[src/hdl/cdgc_regs.svh]
// register offsets, field positions and reset values of the
// card-detect / general-control bank; included by the design files
`ifndef CDGC_REGS_SVH
`define CDGC_REGS_SVH

`define CDGC_ADDR_W 16
`define CDGC_DATA_W 32

// register indices; byte address is four times the index
`define CDGC_IDX_CARD_DET 12'h816
`define CDGC_IDX_GLOBAL 12'h81e
`define CDGC_IDX_IRQ_STAT 12'h8f0
`define CDGC_IDX_IRQ_MASK 12'h8f1
`define CDGC_IDX_CSC_CFG 12'h8f2

// card detect and general control fields
`define CDGC_BIT_SENSE2 7
`define CDGC_BIT_SENSE1 6
`define CDGC_BIT_SOFT_IRQ 5
`define CDGC_BIT_RESUME_EN 4
`define CDGC_BIT_REMOVAL_RST 1
`define CDGC_CARD_DET_WMASK 8'h12

// status-change interrupt configuration
`define CDGC_BIT_DET_IRQ_EN 3
`define CDGC_CSC_CFG_WMASK 8'h08

// global control: bits 7..5 read as zero
`define CDGC_GLOBAL_WMASK 8'h1f

// status / mask layout
`define CDGC_ST_CHANGE 0
`define CDGC_ST_REMOVED 1
`define CDGC_STAT_WMASK 8'h03

// reset values
`define CDGC_RST_CARD_DET 8'h00
`define CDGC_RST_GLOBAL 8'h00
`define CDGC_RST_IRQ_MASK 8'h00
`define CDGC_RST_CSC_CFG 8'h00

// axi responses
`define CDGC_RESP_OKAY 2'b00
`define CDGC_RESP_SLVERR 2'b10

`endif

[src/hdl/cdgc_pkg.sv]
// types shared by the card-detect control bank
// assumes nothing of its surroundings
package cdgc_pkg;

  typedef enum logic [2:0] {
    CDGC_SEL_NONE = 3'h0,
    CDGC_SEL_CARD_DET = 3'h1,
    CDGC_SEL_GLOBAL = 3'h2,
    CDGC_SEL_IRQ_STAT = 3'h3,
    CDGC_SEL_IRQ_MASK = 3'h4,
    CDGC_SEL_CSC_CFG = 3'h5
  } cdgc_sel_t;

  // gray along idle -> one half taken -> response
  typedef enum logic [1:0] {
    CDGC_WS_IDLE = 2'b00,
    CDGC_WS_ADDR = 2'b01,
    CDGC_WS_RESP = 2'b11,
    CDGC_WS_DATA = 2'b10
  } cdgc_wstate_t;

  typedef enum logic {
    CDGC_RS_IDLE = 1'b0,
    CDGC_RS_RESP = 1'b1
  } cdgc_rstate_t;

endpackage

[src/hdl/cdgc_evt_if.sv]
// signals between the top, the card-detect sampler and the resume latch
// all on aclk
`timescale 1ns/1ns
interface cdgc_evt_if;
  logic cd_change;
  logic card_removed;
  logic sense1;
  logic sense2;
  logic resume_en;
  logic csc_flag;
  logic ri_low;

  modport sampler (
    output cd_change,
    output card_removed,
    output sense1,
    output sense2
  );
  modport resume (
    input resume_en,
    input cd_change,
    input csc_flag,
    output ri_low
  );
  modport top (
    input cd_change,
    input card_removed,
    input sense1,
    input sense2,
    output resume_en,
    output csc_flag,
    input ri_low
  );
endinterface

[src/hdl/cdgc_detect.sv]
// card-detect sampler: change and removal pulses, sense levels
// assumes card-detect and sense pins synchronous to aclk
`timescale 1ns/1ns
module cdgc_detect
  import cdgc_pkg::*;
(
  input wire logic aclk,
  input wire logic aresetn,
  input wire logic card_detect_1_n,
  input wire logic card_detect_2_n,
  input wire logic voltage_sense_1,
  input wire logic voltage_sense_2,
  cdgc_evt_if.sampler evt
);
  logic [1:0] cd_prev;
  logic primed;

  // no change is reported before one sample has been taken
  always_ff @(posedge aclk) begin
    if (!aresetn) begin
      primed <= 1'b0;
    end else begin
      primed <= 1'b1;
    end
  end

  always_ff @(posedge aclk) begin
    cd_prev <= {card_detect_2_n, card_detect_1_n};
  end

  always_ff @(posedge aclk) begin
    if (!aresetn) begin
      evt.cd_change <= 1'b0;
      evt.card_removed <= 1'b0;
    end else begin
      evt.cd_change <= primed &&
        (cd_prev != {card_detect_2_n, card_detect_1_n});
      // present was both low; any pin rising ends it
      evt.card_removed <= primed && (cd_prev == 2'b00) &&
        (card_detect_1_n || card_detect_2_n);
    end
  end

  // RULE1 live sense level
  // RULE2 live sense level
  always_ff @(posedge aclk) begin
    evt.sense1 <= voltage_sense_1;
    evt.sense2 <= voltage_sense_2;
  end
endmodule // cdgc_detect

[src/hdl/cdgc_resume.sv]
// card-detect resume latch behind the ring-indicate pin
// assumes change pulse and status flag on aclk
`timescale 1ns/1ns
module cdgc_resume
  import cdgc_pkg::*;
(
  input wire logic aclk,
  input wire logic aresetn,
  cdgc_evt_if.resume evt
);
  always_ff @(posedge aclk) begin
    if (!aresetn) begin
      evt.ri_low <= 1'b0;
    // RULE6 change drives low
    // RULE8 gated by enable
    end else if (evt.resume_en && evt.cd_change) begin
      evt.ri_low <= 1'b1;
    // RULE7 held until flag clear
    end else if (!evt.csc_flag) begin
      evt.ri_low <= 1'b0;
    end
  end
endmodule // cdgc_resume

[src/hdl/cdgc_top.sv]
// Contract
// RULE1 - bit 7 reads the present level of voltage sense pin 2
// RULE2 - bit 6 reads the present level of voltage sense pin 1
// RULE3 - writing one to bit 5 with detect interrupt enabled raises change
// RULE4 - with detect interrupt disabled, writing bit 5 does nothing
// RULE5 - bit 5 always reads zero
// RULE6 - with resume enabled, a card-detect change pulls ring indicate low
// RULE7 - ring indicate stays low until the change flag is cleared
// RULE8 - resume enable resets to zero; when zero ring indicate is untouched
// RULE9 - removal reset enable resets compat registers on card removal
// RULE10 - bits 3 and 2 read zero
// RULE11 - bit 0 reads zero
// RULE12 - global control at index 81e, resets to all zero
// RULE13 - writes to read-only sense and reserved bits are ignored
//
// top of the card-detect / general-control bank with an axi4-lite slave
// assumes one clock aclk, synchronous active-low reset, pins synchronous
`timescale 1ns/1ns
`include "cdgc_regs.svh"
module cdgc_top
  import cdgc_pkg::*;
(
  input wire logic aclk,
  input wire logic aresetn,
  input wire logic [`CDGC_ADDR_W-1:0] s_axi_awaddr,
  input wire logic s_axi_awvalid,
  output logic s_axi_awready,
  input wire logic [`CDGC_DATA_W-1:0] s_axi_wdata,
  input wire logic [3:0] s_axi_wstrb,
  input wire logic s_axi_wvalid,
  output logic s_axi_wready,
  output logic [1:0] s_axi_bresp,
  output logic s_axi_bvalid,
  input wire logic s_axi_bready,
  input wire logic [`CDGC_ADDR_W-1:0] s_axi_araddr,
  input wire logic s_axi_arvalid,
  output logic s_axi_arready,
  output logic [`CDGC_DATA_W-1:0] s_axi_rdata,
  output logic [1:0] s_axi_rresp,
  output logic s_axi_rvalid,
  input wire logic s_axi_rready,
  input wire logic card_detect_1_n,
  input wire logic card_detect_2_n,
  input wire logic voltage_sense_1,
  input wire logic voltage_sense_2,
  output logic irq,
  output logic ring_indicate_out_n,
  output logic compat_reset
);

  // address to register select; misaligned or out of range is none
  function automatic cdgc_sel_t reg_decode(
    input logic [`CDGC_ADDR_W-1:0] addr
  );
    logic [11:0] idx;
    cdgc_sel_t sel;
    idx = addr[13:2];
    sel = CDGC_SEL_NONE;
    if (addr[1:0] == 2'b00 && addr[15:14] == 2'b00) begin
      case (idx)
        `CDGC_IDX_CARD_DET: sel = CDGC_SEL_CARD_DET;
        `CDGC_IDX_GLOBAL: sel = CDGC_SEL_GLOBAL;
        `CDGC_IDX_IRQ_STAT: sel = CDGC_SEL_IRQ_STAT;
        `CDGC_IDX_IRQ_MASK: sel = CDGC_SEL_IRQ_MASK;
        `CDGC_IDX_CSC_CFG: sel = CDGC_SEL_CSC_CFG;
        default: sel = CDGC_SEL_NONE;
      endcase
    end
    return sel;
  endfunction

  // byte lane 0 merge under a write mask
  function automatic logic [7:0] merge_low(
    input logic [7:0] old_val,
    input logic [7:0] new_val,
    input logic [7:0] wmask,
    input logic lane_en
  );
    logic [7:0] res;
    res = old_val;
    if (lane_en) begin
      res = (old_val & ~wmask) | (new_val & wmask);
    end
    return res;
  endfunction

  cdgc_evt_if evt ();

  cdgc_detect u_detect (
    .aclk(aclk),
    .aresetn(aresetn),
    .card_detect_1_n(card_detect_1_n),
    .card_detect_2_n(card_detect_2_n),
    .voltage_sense_1(voltage_sense_1),
    .voltage_sense_2(voltage_sense_2),
    .evt(evt.sampler)
  );

  cdgc_resume u_resume (
    .aclk(aclk),
    .aresetn(aresetn),
    .evt(evt.resume)
  );

  // register state
  logic [7:0] card_det_ctrl;
  logic [7:0] socket_global_ctrl;
  logic [7:0] irq_status;
  logic [7:0] irq_mask;
  logic [7:0] csc_cfg;

  // write channel
  cdgc_wstate_t wstate;
  cdgc_wstate_t next_wstate;
  logic aw_hs;
  logic w_hs;
  logic [`CDGC_ADDR_W-1:0] aw_addr_q;
  logic [`CDGC_DATA_W-1:0] w_data_q;
  logic [3:0] w_strb_q;
  logic [`CDGC_ADDR_W-1:0] wr_addr;
  logic [`CDGC_DATA_W-1:0] wr_data;
  logic [3:0] wr_strb;
  logic do_write;
  cdgc_sel_t wr_sel;
  logic [7:0] wr_byte;
  logic wr_lane;

  // read channel
  cdgc_rstate_t rstate;
  cdgc_rstate_t next_rstate;
  logic ar_hs;
  cdgc_sel_t rd_sel;
  logic [7:0] rd_byte;

  // event terms
  logic soft_detect_irq;
  logic removal_reset;
  logic [7:0] stat_set;
  logic [7:0] stat_clr;

  assign aw_hs = s_axi_awvalid && s_axi_awready;
  assign w_hs = s_axi_wvalid && s_axi_wready;
  assign ar_hs = s_axi_arvalid && s_axi_arready;

  always_comb begin
    next_wstate = wstate;
    case (wstate)
      CDGC_WS_IDLE: begin
        if (aw_hs && w_hs) begin
          next_wstate = CDGC_WS_RESP;
        end else if (aw_hs) begin
          next_wstate = CDGC_WS_ADDR;
        end else if (w_hs) begin
          next_wstate = CDGC_WS_DATA;
        end
      end
      CDGC_WS_ADDR: begin
        if (w_hs) begin
          next_wstate = CDGC_WS_RESP;
        end
      end
      CDGC_WS_DATA: begin
        if (aw_hs) begin
          next_wstate = CDGC_WS_RESP;
        end
      end
      CDGC_WS_RESP: begin
        if (s_axi_bready) begin
          next_wstate = CDGC_WS_IDLE;
        end
      end
      default: next_wstate = CDGC_WS_IDLE;
    endcase
  end

  always_ff @(posedge aclk) begin
    if (!aresetn) begin
      wstate <= CDGC_WS_IDLE;
      s_axi_awready <= 1'b0;
      s_axi_wready <= 1'b0;
      s_axi_bvalid <= 1'b0;
    end else begin
      wstate <= next_wstate;
      s_axi_awready <= (next_wstate == CDGC_WS_IDLE) ||
                       (next_wstate == CDGC_WS_DATA);
      s_axi_wready <= (next_wstate == CDGC_WS_IDLE) ||
                      (next_wstate == CDGC_WS_ADDR);
      s_axi_bvalid <= (next_wstate == CDGC_WS_RESP);
    end
  end

  // hold whichever half arrives first
  always_ff @(posedge aclk) begin
    if (!aresetn) begin
      aw_addr_q <= '0;
      w_data_q <= '0;
      w_strb_q <= 4'h0;
    end else begin
      if (aw_hs) begin
        aw_addr_q <= s_axi_awaddr;
      end
      if (w_hs) begin
        w_data_q <= s_axi_wdata;
        w_strb_q <= s_axi_wstrb;
      end
    end
  end

  assign wr_addr = aw_hs ? s_axi_awaddr : aw_addr_q;
  assign wr_data = w_hs ? s_axi_wdata : w_data_q;
  assign wr_strb = w_hs ? s_axi_wstrb : w_strb_q;
  assign do_write = (next_wstate == CDGC_WS_RESP) &&
                    (wstate != CDGC_WS_RESP);
  assign wr_sel = reg_decode(wr_addr);
  assign wr_byte = wr_data[7:0];
  assign wr_lane = wr_strb[0];

  always_ff @(posedge aclk) begin
    if (!aresetn) begin
      s_axi_bresp <= `CDGC_RESP_OKAY;
    end else if (do_write) begin
      s_axi_bresp <= (wr_sel == CDGC_SEL_NONE) ? `CDGC_RESP_SLVERR :
                                                 `CDGC_RESP_OKAY;
    end
  end

  // RULE9 removal resets compat registers
  assign removal_reset = evt.card_removed &&
                         card_det_ctrl[`CDGC_BIT_REMOVAL_RST];

  always_ff @(posedge aclk) begin
    if (!aresetn) begin
      compat_reset <= 1'b0;
    end else begin
      compat_reset <= removal_reset;
    end
  end

  // RULE13 only resume and removal bits stored
  // RULE8 resume enable resets to zero
  always_ff @(posedge aclk) begin
    if (!aresetn) begin
      card_det_ctrl <= `CDGC_RST_CARD_DET;
    end else if (removal_reset) begin
      card_det_ctrl <= `CDGC_RST_CARD_DET;
    end else if (do_write && wr_sel == CDGC_SEL_CARD_DET) begin
      card_det_ctrl <= merge_low(card_det_ctrl, wr_byte,
                                 `CDGC_CARD_DET_WMASK, wr_lane);
    end
  end

  // RULE12 global control resets to zero
  always_ff @(posedge aclk) begin
    if (!aresetn) begin
      socket_global_ctrl <= `CDGC_RST_GLOBAL;
    end else if (removal_reset) begin
      socket_global_ctrl <= `CDGC_RST_GLOBAL;
    end else if (do_write && wr_sel == CDGC_SEL_GLOBAL) begin
      socket_global_ctrl <= merge_low(socket_global_ctrl, wr_byte,
                                      `CDGC_GLOBAL_WMASK, wr_lane);
    end
  end

  always_ff @(posedge aclk) begin
    if (!aresetn) begin
      csc_cfg <= `CDGC_RST_CSC_CFG;
    end else if (removal_reset) begin
      csc_cfg <= `CDGC_RST_CSC_CFG;
    end else if (do_write && wr_sel == CDGC_SEL_CSC_CFG) begin
      csc_cfg <= merge_low(csc_cfg, wr_byte, `CDGC_CSC_CFG_WMASK,
                           wr_lane);
    end
  end

  always_ff @(posedge aclk) begin
    if (!aresetn) begin
      irq_mask <= `CDGC_RST_IRQ_MASK;
    end else if (do_write && wr_sel == CDGC_SEL_IRQ_MASK) begin
      irq_mask <= merge_low(irq_mask, wr_byte, `CDGC_STAT_WMASK,
                            wr_lane);
    end
  end

  // RULE3 soft write raises change
  // RULE4 no effect when disabled
  assign soft_detect_irq = do_write && wr_sel == CDGC_SEL_CARD_DET &&
                           wr_lane && wr_byte[`CDGC_BIT_SOFT_IRQ] &&
                           csc_cfg[`CDGC_BIT_DET_IRQ_EN];

  always_comb begin
    stat_set = 8'h00;
    stat_set[`CDGC_ST_CHANGE] = evt.cd_change || soft_detect_irq;
    stat_set[`CDGC_ST_REMOVED] = evt.card_removed;
  end

  always_comb begin
    stat_clr = 8'h00;
    if (do_write && wr_sel == CDGC_SEL_IRQ_STAT && wr_lane) begin
      stat_clr = wr_byte & `CDGC_STAT_WMASK;
    end
  end

  // set wins over a same-cycle write-one clear
  always_ff @(posedge aclk) begin
    if (!aresetn) begin
      irq_status <= 8'h00;
    end else begin
      irq_status <= (irq_status & ~stat_clr) | stat_set;
    end
  end

  always_ff @(posedge aclk) begin
    if (!aresetn) begin
      irq <= 1'b0;
    end else begin
      irq <= |(irq_status & irq_mask);
    end
  end

  assign evt.resume_en = card_det_ctrl[`CDGC_BIT_RESUME_EN];
  assign evt.csc_flag = irq_status[`CDGC_ST_CHANGE];

  // RULE7 pin follows resume latch
  always_ff @(posedge aclk) begin
    if (!aresetn) begin
      ring_indicate_out_n <= 1'b1;
    end else begin
      ring_indicate_out_n <= !evt.ri_low;
    end
  end

  // read path
  always_comb begin
    next_rstate = rstate;
    case (rstate)
      CDGC_RS_IDLE: begin
        if (ar_hs) begin
          next_rstate = CDGC_RS_RESP;
        end
      end
      CDGC_RS_RESP: begin
        if (s_axi_rready) begin
          next_rstate = CDGC_RS_IDLE;
        end
      end
      default: next_rstate = CDGC_RS_IDLE;
    endcase
  end

  always_ff @(posedge aclk) begin
    if (!aresetn) begin
      rstate <= CDGC_RS_IDLE;
      s_axi_arready <= 1'b0;
      s_axi_rvalid <= 1'b0;
    end else begin
      rstate <= next_rstate;
      s_axi_arready <= (next_rstate == CDGC_RS_IDLE);
      s_axi_rvalid <= (next_rstate == CDGC_RS_RESP);
    end
  end

  assign rd_sel = reg_decode(s_axi_araddr);

  always_comb begin
    rd_byte = 8'h00;
    case (rd_sel)
      CDGC_SEL_CARD_DET: begin
        // RULE5 soft bit reads zero
        // RULE10 bits 3..2 read zero
        // RULE11 bit 0 reads zero
        rd_byte = card_det_ctrl & `CDGC_CARD_DET_WMASK;
        // RULE1 sense 2 level
        rd_byte[`CDGC_BIT_SENSE2] = evt.sense2;
        // RULE2 sense 1 level
        rd_byte[`CDGC_BIT_SENSE1] = evt.sense1;
      end
      CDGC_SEL_GLOBAL: rd_byte = socket_global_ctrl;
      CDGC_SEL_IRQ_STAT: rd_byte = irq_status;
      CDGC_SEL_IRQ_MASK: rd_byte = irq_mask;
      CDGC_SEL_CSC_CFG: rd_byte = csc_cfg;
      default: rd_byte = 8'h00;
    endcase
  end

  always_ff @(posedge aclk) begin
    if (!aresetn) begin
      s_axi_rdata <= '0;
      s_axi_rresp <= `CDGC_RESP_OKAY;
    end else if (ar_hs) begin
      s_axi_rdata <= {24'h000000, rd_byte};
      s_axi_rresp <= (rd_sel == CDGC_SEL_NONE) ? `CDGC_RESP_SLVERR :
                                                 `CDGC_RESP_OKAY;
    end
  end

endmodule // cdgc_top

[config.mk]
export PLATFORM = sky130hd
export DESIGN_NAME = cdgc_top
export DESIGN_NICKNAME = d
export VERILOG_FILES = /design/src/hdl/cdgc_pkg.sv /design/src/hdl/cdgc_evt_if.sv /design/src/hdl/cdgc_detect.sv /design/src/hdl/cdgc_resume.sv /design/src/hdl/cdgc_top.sv
export VERILOG_INCLUDE_DIRS = /design/src /design/src/hdl
export SDC_FILE = /design/constraint.sdc
export NUM_CORES = 1
export LEC_CHECK = 0
export BUFFER_PORTS_ARGS = -buffer_cell sky130_fd_sc_hd__buf_2
export CAP_MARGIN = 25
export CORE_MARGIN = 5
export CORE_UTILIZATION = 43
export CTS_CLUSTER_DIAMETER = 50
export DETAILED_ROUTE_END_ITERATION = 12
export GPL_TIMING_DRIVEN = 0
export PLACE_DENSITY = 0.76
export SYNTH_ARGS = -nofsm -noshare
export SYNTH_HDL_FRONTEND = slang
export SYNTH_SLANG_ARGS = --single-unit
[constraint.sdc]
create_clock -name aclk -period 1.6 [get_ports aclk]
set_input_delay 0.32 -clock aclk [delete_from_list [all_inputs] [get_ports aclk]]
set_output_delay 0.32 -clock aclk [all_outputs]
set_load 0.05 [all_outputs]
## After elaboration in Yosys (flattened, before gate mapping)

Cells that the tools add are included.

| storage, ports and cells | value |
|---|---|
| output and inout bits | 44 |
| register bits | 93 |
| input port bits | 79 |
| word-level logic and storage cells | 132 |

| cells by class | value |
|---|---|
| multiplexer cells | 24 |
| bitwise operators | 11 |
| reduce and logical (&&, ||, !) cells | 41 |
| equal/unequal tests | 29 |

Operators with widths:

| kind | count |
|---|---|
| $eq A12 B12 Y1 const B | 10 |
| $pmux W8 S5 | 1 |
| $pmux W3 S5 | 2 |
| $logic_and A1 B1 Y1 | 21 |
| $mux W2 | 9 |
| $and A8 B8 Y8 | 2 |
| $mux W16 | 1 |
| $or A8 B2 Y8 | 2 |
| $or A8 B5 Y8 | 2 |
| $logic_not A2 Y1 | 7 |
| $eq A3 B2 Y1 const B | 4 |
| $eq A3 B3 Y1 const B | 4 |
| $eq A2 B2 Y1 const B | 4 |
| $not A8 Y8 | 1 |
| $or A8 B4 Y8 | 1 |
| $pmux W2 S4 | 1 |
| $reduce_and A2 Y1 | 4 |
| $reduce_or A8 Y1 | 1 |
| $eq A3 B1 Y1 const B | 2 |
| $logic_not A3 Y1 | 2 |
| $mux W1 | 6 |
| $mux W3 | 2 |
| $mux W6 | 1 |
| $eq A2 B1 Y1 const B | 2 |
| 8 further kinds | 13 |

## Depth between registers and ports, before layout

Gate-level depths: netlist of the first run.

| depth | value |
|---|---|
| depth after elaboration | 13 |
| mapped depth | 7 |
| depth with buffers taken out | 6 |

## Hierarchy

From an unflattened synthesis of the first run, not the netlist that was laid out.

| second synthesis, totals | value |
|---|---|
| cells, all modules | 337 |
| area total of the unflattened synthesis | 3072.9 um2 |

By module, submodules not included:

| module | sequential area each (um2) | cells each | area an instance (um2) | instances |
|---|---|---|---|---|
| cdgc_top | 1101.1 | 321 | 2862.7 | 1 |
| cdgc_detect | 140.1 | 13 | 176.4 | 1 |
| cdgc_resume | 20.0 | 3 | 33.8 | 1 |

## Worst setup path before layout of the first run

No wires, ideal clock.

| timing | value |
|---|---|
| path type | reg2reg |
| start point | register s_axi_awready |
| end point | register irq_status[0] |
| buffers on the path | 1 |
| library setup time | 75 ps |
| clock period less this slack | 2112 ps |
| path slack | -512 ps |
| data arrival time | 2037 ps |
| cell stages (with the launch flop) | 8 |
| cells stage by stage | dfxtp_1 > and2_1 > buf_6 > nand4b_1 > o41ai_4 > nand2_1 > or3_1 > o22ai_1 |

| on the way | value |
|---|---|
| cells in the longest elaborated chain, start to end | 12 |

Ends and longest elaborated chain:

| what | RTL line | source |
|---|---|---|
| start: declaration | cdgc_top.sv:27 | `output logic s_axi_awready,` |
| start signal: assignment | cdgc_top.sv:184 | `s_axi_awready <= (next_wstate == CDGC_WS_IDLE) \|\|` |
| $logic_and A1 B1 Y1 * | cdgc_top.sv:141 | `assign aw_hs = s_axi_awvalid && s_axi_awready;` |
| $mux W16, or another cell as far along | - |  |
| $eq A12 B12 Y1, or another cell as far along | cdgc_top.sv:60 | `case (idx)` |
| $pmux W3 S5, or another cell as far along | cdgc_top.sv:60 |  |
| $mux W3 or $eq A2 B2 Y1 (tied branches) | cdgc_top.sv:59, cdgc_top.sv:212 |  |
| $eq A3 B2 Y1, or another cell as far along | cdgc_top.sv:298 | `if (do_write && wr_sel == CDGC_SEL_IRQ_STAT && wr_lane) begin` |
| $logic_and A1 B1 Y1 (on tied branches) (2 in series) | cdgc_top.sv:298, cdgc_top.sv:286 |  |
| $mux W2 or $logic_and A1 B1 Y1 (tied branches) | cdgc_top.sv:298, cdgc_top.sv:286 |  |
| $not A8 Y8 or $logic_and A1 B1 Y1 (tied branches) | cdgc_top.sv:308, cdgc_top.sv:286 |  |
| $and A8 B8 Y8 or $logic_or A1 B1 Y1 (tied branches) | cdgc_top.sv:308, cdgc_top.sv:292 |  |
| $or A8 B2 Y8 * | cdgc_top.sv:308 | `irq_status <= (irq_status & ~stat_clr) \| stat_set;` |
| end signal: assignment | cdgc_top.sv:308 |  |
| end: declaration | cdgc_top.sv:108 | `logic [7:0] irq_status;` |

Mark *: on every way between the ends. The rest lies on a longest branch, timed or not.
A chain may end at the register's enable or synchronous reset.

## Worst setup path in the final report of the first run

Same ends and word-level chain as after synthesis.

==> results of run 1 <==
-- power breakdown --
part	internal [mW]	switching, mW
sequential	1.63	0.0436
clock	0.871	0.610
combinational	0.192	0.385
-- cells in the mapped netlist (3+ instances only) --
cell type | instances | area [sq um]
nor2_1 | 24 | 90.09
nand2_1 | 64 | 240.2
nand4_1 | 8 | 50.05
nor4b_1 | 3 | 26.28
mux2_2 | 3 | 33.78
nor2b_1 | 4 | 25.02
o21ai_1 | 3 | 15.01
o21ai_0 | 3 | 15.01
mux2i_1 | 10 | 100.1
and2_1 | 8 | 50.05
inv_1 | 4 | 15.01
a22oi_1 | 4 | 30.03
and3_1 | 3 | 18.77
nor4_1 | 5 | 31.28
dfxtp_1 | 63 | 1261
nand4b_1 | 3 | 26.28
a21oi_1 | 28 | 140.1
nor3_1 | 3 | 15.01
buf_4 | 26 | 195.2
xnor2_1 | 4 | 35.03
clkbuf_1 | 6 | 22.52
a31oi_1 | 3 | 18.77
nand3_1 | 7 | 35.03
-- area by class of cell --
class | count | area [sq um]
clock inverter | 6 | 85.08
sequential | 63 | 1266
fill | 559 | 2574
buffer | 35 | 240.2
timing repair buffer | 75 | 402.9
inverter | 5 | 18.77
clock buffer | 10 | 127.6
tap | 77 | 96.34
multi-input combinational | 253 | 1612
-- per-stage QoR --
| step | utilization | hold slack, ns | std cells | worst slack [ns] | total power, mW |
|---|---|---|---|---|---|
| global placement | 0.5344 | 0.3797 | 500 | -0.5063 | 2.234 |
| global route | 0.5993 | 0.07735 | 524 | -0.2995 | 3.875 |
| CTS | 0.5862 | 0.07769 | 521 | -0.2453 | 3.741 |
| floorplan | - | 0.3477 | 356 | -0.2391 | 2.095 |
| detailed placement | 0.5344 | 0.3779 | 500 | -0.5460 | 2.245 |
| finish | 0.5993 | 0.08913 | 524 | -0.2160 | 3.728 |
-- logic make-up after synthesis --
family | count (synthesis) | synth area share
AOI/OAI and AO/OA | 59 | 0.1408
xor gates and xnor gates | 5 | 0.01526
buffers and inverters | 40 | 0.08936
DFF | 63 | 0.4394
muxes | 13 | 0.04664
other | 1 | 0.001307
and+or+nand+nor | 150 | 0.2672
-- registers in the layout, summed over array words and instances, names as in the netlist, 2 cells and up --
signal	cells
u_detect.cd_prev	2
irq_mask	2
socket_global_ctrl	5
irq_status	2
aw_addr_q	16
wstate	2
s_axi_rdata	8
card_det_ctrl	2
w_data_q	6
-- worst max-delay path: cells and delay by family, from the launching register on --
kind,cells,cell delay (ns)
flip-flops,1,0.35
AO/OA/AOI/OAI,3,0.67
AND/OR/NAND/NOR,2,0.47
buffers and inverters,2,0.26
-- placed cells by master (no fill, tap or decap), types with 3 or more instances in the layout --
master | synthesis | final
and2_1 | 8 | 7
nand2_1 | 64 | 60
nor2b_1 | 4 | 3
nand4b_1 | 3 | 3
buf_4 | 26 | 33
clkbuf_1 | 6 | 7
nor2_1 | 24 | 23
conb_1 | 1 | 26
nand4_1 | 8 | 8
nand3_1 | 7 | 6
o21ai_1 | 3 | 4
mux2i_1 | 10 | 10
buf_6 | 1 | 3
a21oi_1 | 28 | 27
a22oi_1 | 4 | 3
mux2_2 | 3 | 3
dfxtp_1 | 63 | 61
clkbuf_8 | 0 | 9
buf_2 | 1 | 67
inv_1 | 4 | 4
a31oi_1 | 3 | 3
o32ai_4 | 0 | 3
nand2_2 | 1 | 4
xnor2_1 | 4 | 4
nor4_1 | 5 | 4
-- routing by layer --
| layer | routed length [um] | global-route usage | share of wire |
|---|---|---|---|
| met5 | 0 | 0 | 0 |
| met4 | 91 | 0.05446 | 0.012 |
| met3 | 529 | 0.05319 | 0.072 |
| met2 | 3659 | 0.2958 | 0.50 |
| met1 | 3064 | 0.2101 | 0.42 |
-- worst min-delay path by stage --
stage                             start                   to  slack (ns)
floorplan               card_detect_1_n  u_detect.cd_prev[0]        0.35
global placement    u_resume.evt.ri_low  ring_indicate_out_n        0.38
detailed placement  u_resume.evt.ri_low  ring_indicate_out_n        0.38
CTS                     voltage_sense_1  u_detect.evt.sense1        0.08
global route            voltage_sense_1  u_detect.evt.sense1        0.08
finish                  voltage_sense_1  u_detect.evt.sense1        0.09
-- timing repair --
item	CTS	global route
endpoints found under the setup margin	13	17
pin swaps	10	18
gates resized for setup	14	13
buffers inserted	5	3
==> impl_metrics.tcl, run 1 <==
set metrics [dict create \
    outcome "finished, violations left" \
    violations "setup timing" \
    coreArea_sq_um 6422 \
    fin_nets 521 \
    grtUsageTotal 0.1737 \
    dieArea_sq_um 8409 \
    dieWidth_um 91.70 \
    synth-edff-count 0 \
    detail_route.wl_per_cell_um 14.02 \
    min_path_type "input pin to register" \
    ys_warn_count 0 \
    dpl-instance-area_sq_um 3432 \
    tightest_slew_ns 0.5612 \
    ys.flop_type "dfxtp_1" \
    rows 29 \
    min_period_over_period 1.135 \
    reg2regPathDepth 7 \
    p_leak_nw 1.687 \
    vias_per_cell 5.109 \
    syn_inst 331 \
    antenna_found_initial 0 \
    worst_setup_path_end_kind "register" \
    gp_congestion 0.8512 \
    clock_latency_ns 0.34 \
    cp.required_ns 1.86 \
    dr.pass1.iters 5 \
    routed_wl_mm 7.345 \
    cp.arrival_ns 2.08 \
    hold_buffers 0 \
    drtIter0Drc 193 \
    tritoncts "done" \
    async_flop_share 0 \
    syn2layout_area_growth_pct 34.09 \
    grt_pass1_wl_mm 11.83 \
    finClkSkew_ns 0.006065 \
    finalWorstPathRequiredPeriod_ns 1.816 \
    cpPeakStageDelay_ns 0.36 \
    layout-drive-gt1-share 0.3445 \
    path_cells "and2_4 > buf_6 > buf_4 > o32ai_4 > a22oi_2 > or3_1 > o22ai_1" \
    relSlewSlack 0.6259 \
    start_util 0.4469 \
    slew_violations 0 \
    clk_pin_slew_ns 0.07 \
    clock_path_buffers 2 \
    crit_path_max_fanout 5 \
    finalInstanceArea_sq_um 3849 \
    clock_sinks 63 \
    dp_hpwl_mm 5.360 \
    worstHoldPathCells 1 \
    crit_slowest_cell "o32ai_4" \
    pwr_density_cell_nw_per_um2 968.6 \
    seq_area_frac_synth 0.4394 \
    synth_area_sq_um 2870 \
    syn_area_per_cell_sq_um 8.671 \
    timing.rr.start "s_axi_awready" \
    io_buffers 67 \
    numCtsBuffers 9 \
    fmax_mhz 550.7 \
    crit_type "register to register" \
    rsz0062_at_grt "yes" \
    critPathCapture "irq_status[0]" \
    ant_nets 0 \
    fin_tns_setup_ns -1.812 \
    fin_ws_ns -0.2160 \
    vdd_drop_max_v 0.0006524 \
    grt_pass1_vias 2553 \
    overflow 0 \
    h-tree-depth 3 \
    rrSetupSlack_ns -0.22 \
    critPathLaunch "s_axi_awready" \
    grt_max_degree 12 \
    ios 123 \
    diodes 0 \
    maxCapViolCount 0 \
    worst_r2r_endpoint "irq_status[0]" \
    drc 0 \
    setup_viol 13 \
    vias 2677 \
    root_buffer "clkbuf_8" \
    start_kind "register" \
    hold_violations 0 \
    ys_ff_latch 63 \
    ys_types 57 \
    chipHeight_um 91.70 \
]
Power figures use the tool's default switching activity.
==> run 2: changes to the inputs <==
--- a/config.mk
+++ b/config.mk
@@ -6,14 +6,14 @@
 export SDC_FILE = /design/constraint.sdc
 export NUM_CORES = 1
 export LEC_CHECK = 0
-export BUFFER_PORTS_ARGS = -buffer_cell sky130_fd_sc_hd__buf_2
 export CAP_MARGIN = 25
 export CORE_MARGIN = 5
-export CORE_UTILIZATION = 43
+export CORE_UTILIZATION = 56
 export CTS_CLUSTER_DIAMETER = 50
 export DETAILED_ROUTE_END_ITERATION = 12
+export DONT_BUFFER_PORTS = 1
 export GPL_TIMING_DRIVEN = 0
-export PLACE_DENSITY = 0.76
+export PLACE_DENSITY = 0.74
 export SYNTH_ARGS = -nofsm -noshare
 export SYNTH_HDL_FRONTEND = slang
 export SYNTH_SLANG_ARGS = --single-unit
==> run 2 against run 1 <==
Via count decreased by 8.9%. Largest cell class unchanged. The flow still finishes with violations (setup timing). Global-route usage increased by 4.1 points. Final cell count decreased by 13%.
==> impl_metrics.tcl, run 2 (synthesized netlist as in run 1, its figures left out) <==
set metrics [dict create \
    fmax_mhz 513.4 \
    vias_per_cell 5.372 \
    critPathLaunch "s_axi_awready" \
    tritoncts "done" \
    pwr_density_cell_nw_per_um2 963.6 \
    start_kind "register" \
    pwr-share-comb 0.132 \
    clock_latency_ns 0.35 \
    root_buffer "clkbuf_8" \
    seqPwrFrac 0.510 \
    vias 2439 \
    min_from "s_axi_awaddr[4]" \
    fill_cells 399 \
    io_buffers 0 \
    diodes 0 \
    crit_slowest_cell "dfxtp_4" \
    crit_path_max_fanout 5 \
    fin_tns_setup_ns -3.582 \
    drtIter0Drc 182 \
    dieWidth_um 81.59 \
    path_cells "and2_4 > buf_8 > nand4b_1 > o41ai_4 > buf_6 > nand2_4 > nor4_4 > o22ai_2" \
    clock_path_buffers 2 \
    finalWorstPathRequiredPeriod_ns 1.948 \
    crit_type "register to register" \
    dieArea_sq_um 6657 \
    grt.busiest_layer "met2" \
    rows 26 \
    hold_violations 0 \
    finalInstanceArea_sq_um 3501 \
    p_sw_mw 1.033 \
    cpPeakStageDelay_ns 0.45 \
    antenna_found_initial 0 \
    relSlewSlack 0.6206 \
    placed_cells 426 \
    reg_top3 "aw_addr_q (16), s_axi_rdata (8), w_data_q (6)" \
    ff_latch_area_sq_um 1267 \
    intPower_mw 2.340 \
    multi_input_area_sq_um 1599 \
    vdd_drop_max_v 0.0008526 \
    clk_pin_slew_ns 0.07 \
    clock_sinks 63 \
    top_register "aw_addr_q" \
    tightest_slew_ns 0.5691 \
    routed_wl_mm 6.930 \
    finClkSkew_ns 0.006987 \
    outcome "finished, violations left" \
    layout_commonest_cell "nand2_1" \
    swShare 0.3064 \
    chipHeight_um 81.59 \
    drc 0 \
    violations "setup timing" \
    gp_congestion 0.8312 \
    largest_register_ffs 16 \
    dr.pass1.iters 4 \
    grt_pass1_vias 2289 \
    overflow 0 \
    fin_ws_ns -0.3480 \
    ios 123 \
    detail_route.wl_per_cell_um 15.26 \
    numCtsBuffers 9 \
    min_path_type "input pin to register" \
    final_cell_mix "61 x nand2_1, 60 x dfxtp_1, 32 x buf_4, 27 x a21oi_1, 26 x conb_1" \
    cp.arrival_ns 2.18 \
    grtUsageMet2 0.3412 \
    grt_use_met1 0.2637 \
    worst_setup_path_end_kind "register" \
    pwr-share-clk 0.358 \
    slew_violations 0 \
    start_util 0.5692 \
    fin_nets 458 \
    cp.required_ns 1.83 \
    timing.rr.start "s_axi_awready" \
    min_period_over_period 1.217 \
    path_delay_family "simple AND/OR/NAND/NOR gates" \
    layout-drive-gt1-share 0.2214 \
    maxCapViolCount 0 \
    rsz0062_at_grt "yes" \
    grt_pass1_wl_mm 10.75 \
    ant_nets 0 \
    grt_max_degree 13 \
    grtUsageTotal 0.2145 \
    layoutNonFillerInstCount 454 \
    crit_buf_inv 2 \
    coreArea_sq_um 5042 \
    dpl-instance-area_sq_um 3088 \
    p_leak_nw 1.397 \
    h-tree-depth 3 \
    setup_viol 13 \
    dp_hpwl_mm 4.932 \
    grtUsageMet3 0.08991 \
    syn2layout_area_growth_pct 21.97 \
]
-- run 2: cell types whose count changed in the layout (fill, tap and decap cells not counted), sizes merged --
cell,before,now
inv,4,6
buf,104,36
clkinvlp,2,3
clkbuf,16,15
bufinv,2,0
dlygate4sd3,0,5
-- run 2: final cells by class --
cell class | instances | area share
multi-input cells | 253 | 0.4568
flip-flops and latches | 63 | 0.3620
plain buffers | 35 | 0.07041
clock buffers | 9 | 0.03538
repair buffers | 12 | 0.03145
well taps | 70 | 0.02502
clock inverters | 7 | 0.01358
inverters | 5 | 0.005361
-- run 2: path summary, 6_finish.rpt --
check	to	slack, ns	cells after the start
setup / recovery	irq_status[0]	-0.35	8
hold / removal	aw_addr_q[4]	0.1	2
setup reg to reg	irq_status[0]	-0.35	8
hold reg to reg	ring_indicate_out_n	0.40	1
-- run 2: power by group through the flow --
stage | clock network (mW) | logic (mW) | registers [mW]
final | 1.21 | 0.445 | 1.72
after global routing | 1.30 | 0.481 | 1.73
after CTS | 1.22 | 0.425 | 1.72
after detailed placement | 0 | 0.399 | 1.75
after global placement | 0 | 0.394 | 1.75
after floorplan | 0 | 0.355 | 1.74
-- run 2: worst reg2reg max path, stage by stage, from the launching register on --
cell and delay, ns:
dfxtp_4 0.45, and2_4 0.18, buf_8 0.11, nand4b_1 0.15, o41ai_4 0.25, buf_6 0.18
nand2_4 0.09, nor4_4 0.32, o22ai_2 0.11
-- run 2: layer usage --
metal | vias up | part of all wire
met5 | - | 0
met4 | 0 | 0.010
met3 | 8 | 0.088
met2 | 82 | 0.48
met1 | 1133 | 0.42
li1 | 1216 | -
-- run 2: what timing repair did --
item / CTS / global route
pin swaps: 9 / 4
resized for setup: 14 / 14
hold buffers: 5 / 0
setup endpoints to repair: 14 / 23
hold endpoints to repair: 5 / 0
setup buffers: 4 / 3
-- run 2: metrics by stage --
| stage | total power, mW | hold slack, ns | utilization | worst slack (ns) |
|---|---|---|---|---|
| floorplan | 2.095 | 0.3477 | - | -0.2391 |
| global placement | 2.144 | 0.3478 | 0.6124 | -0.4824 |
| detailed placement | 2.151 | 0.3478 | 0.6124 | -0.5322 |
| CTS | 3.368 | 0.08790 | 0.6767 | -0.3696 |
| global route | 3.510 | 0.09067 | 0.6943 | -0.4482 |
| finish | 3.373 | 0.09535 | 0.6943 | -0.3480 |
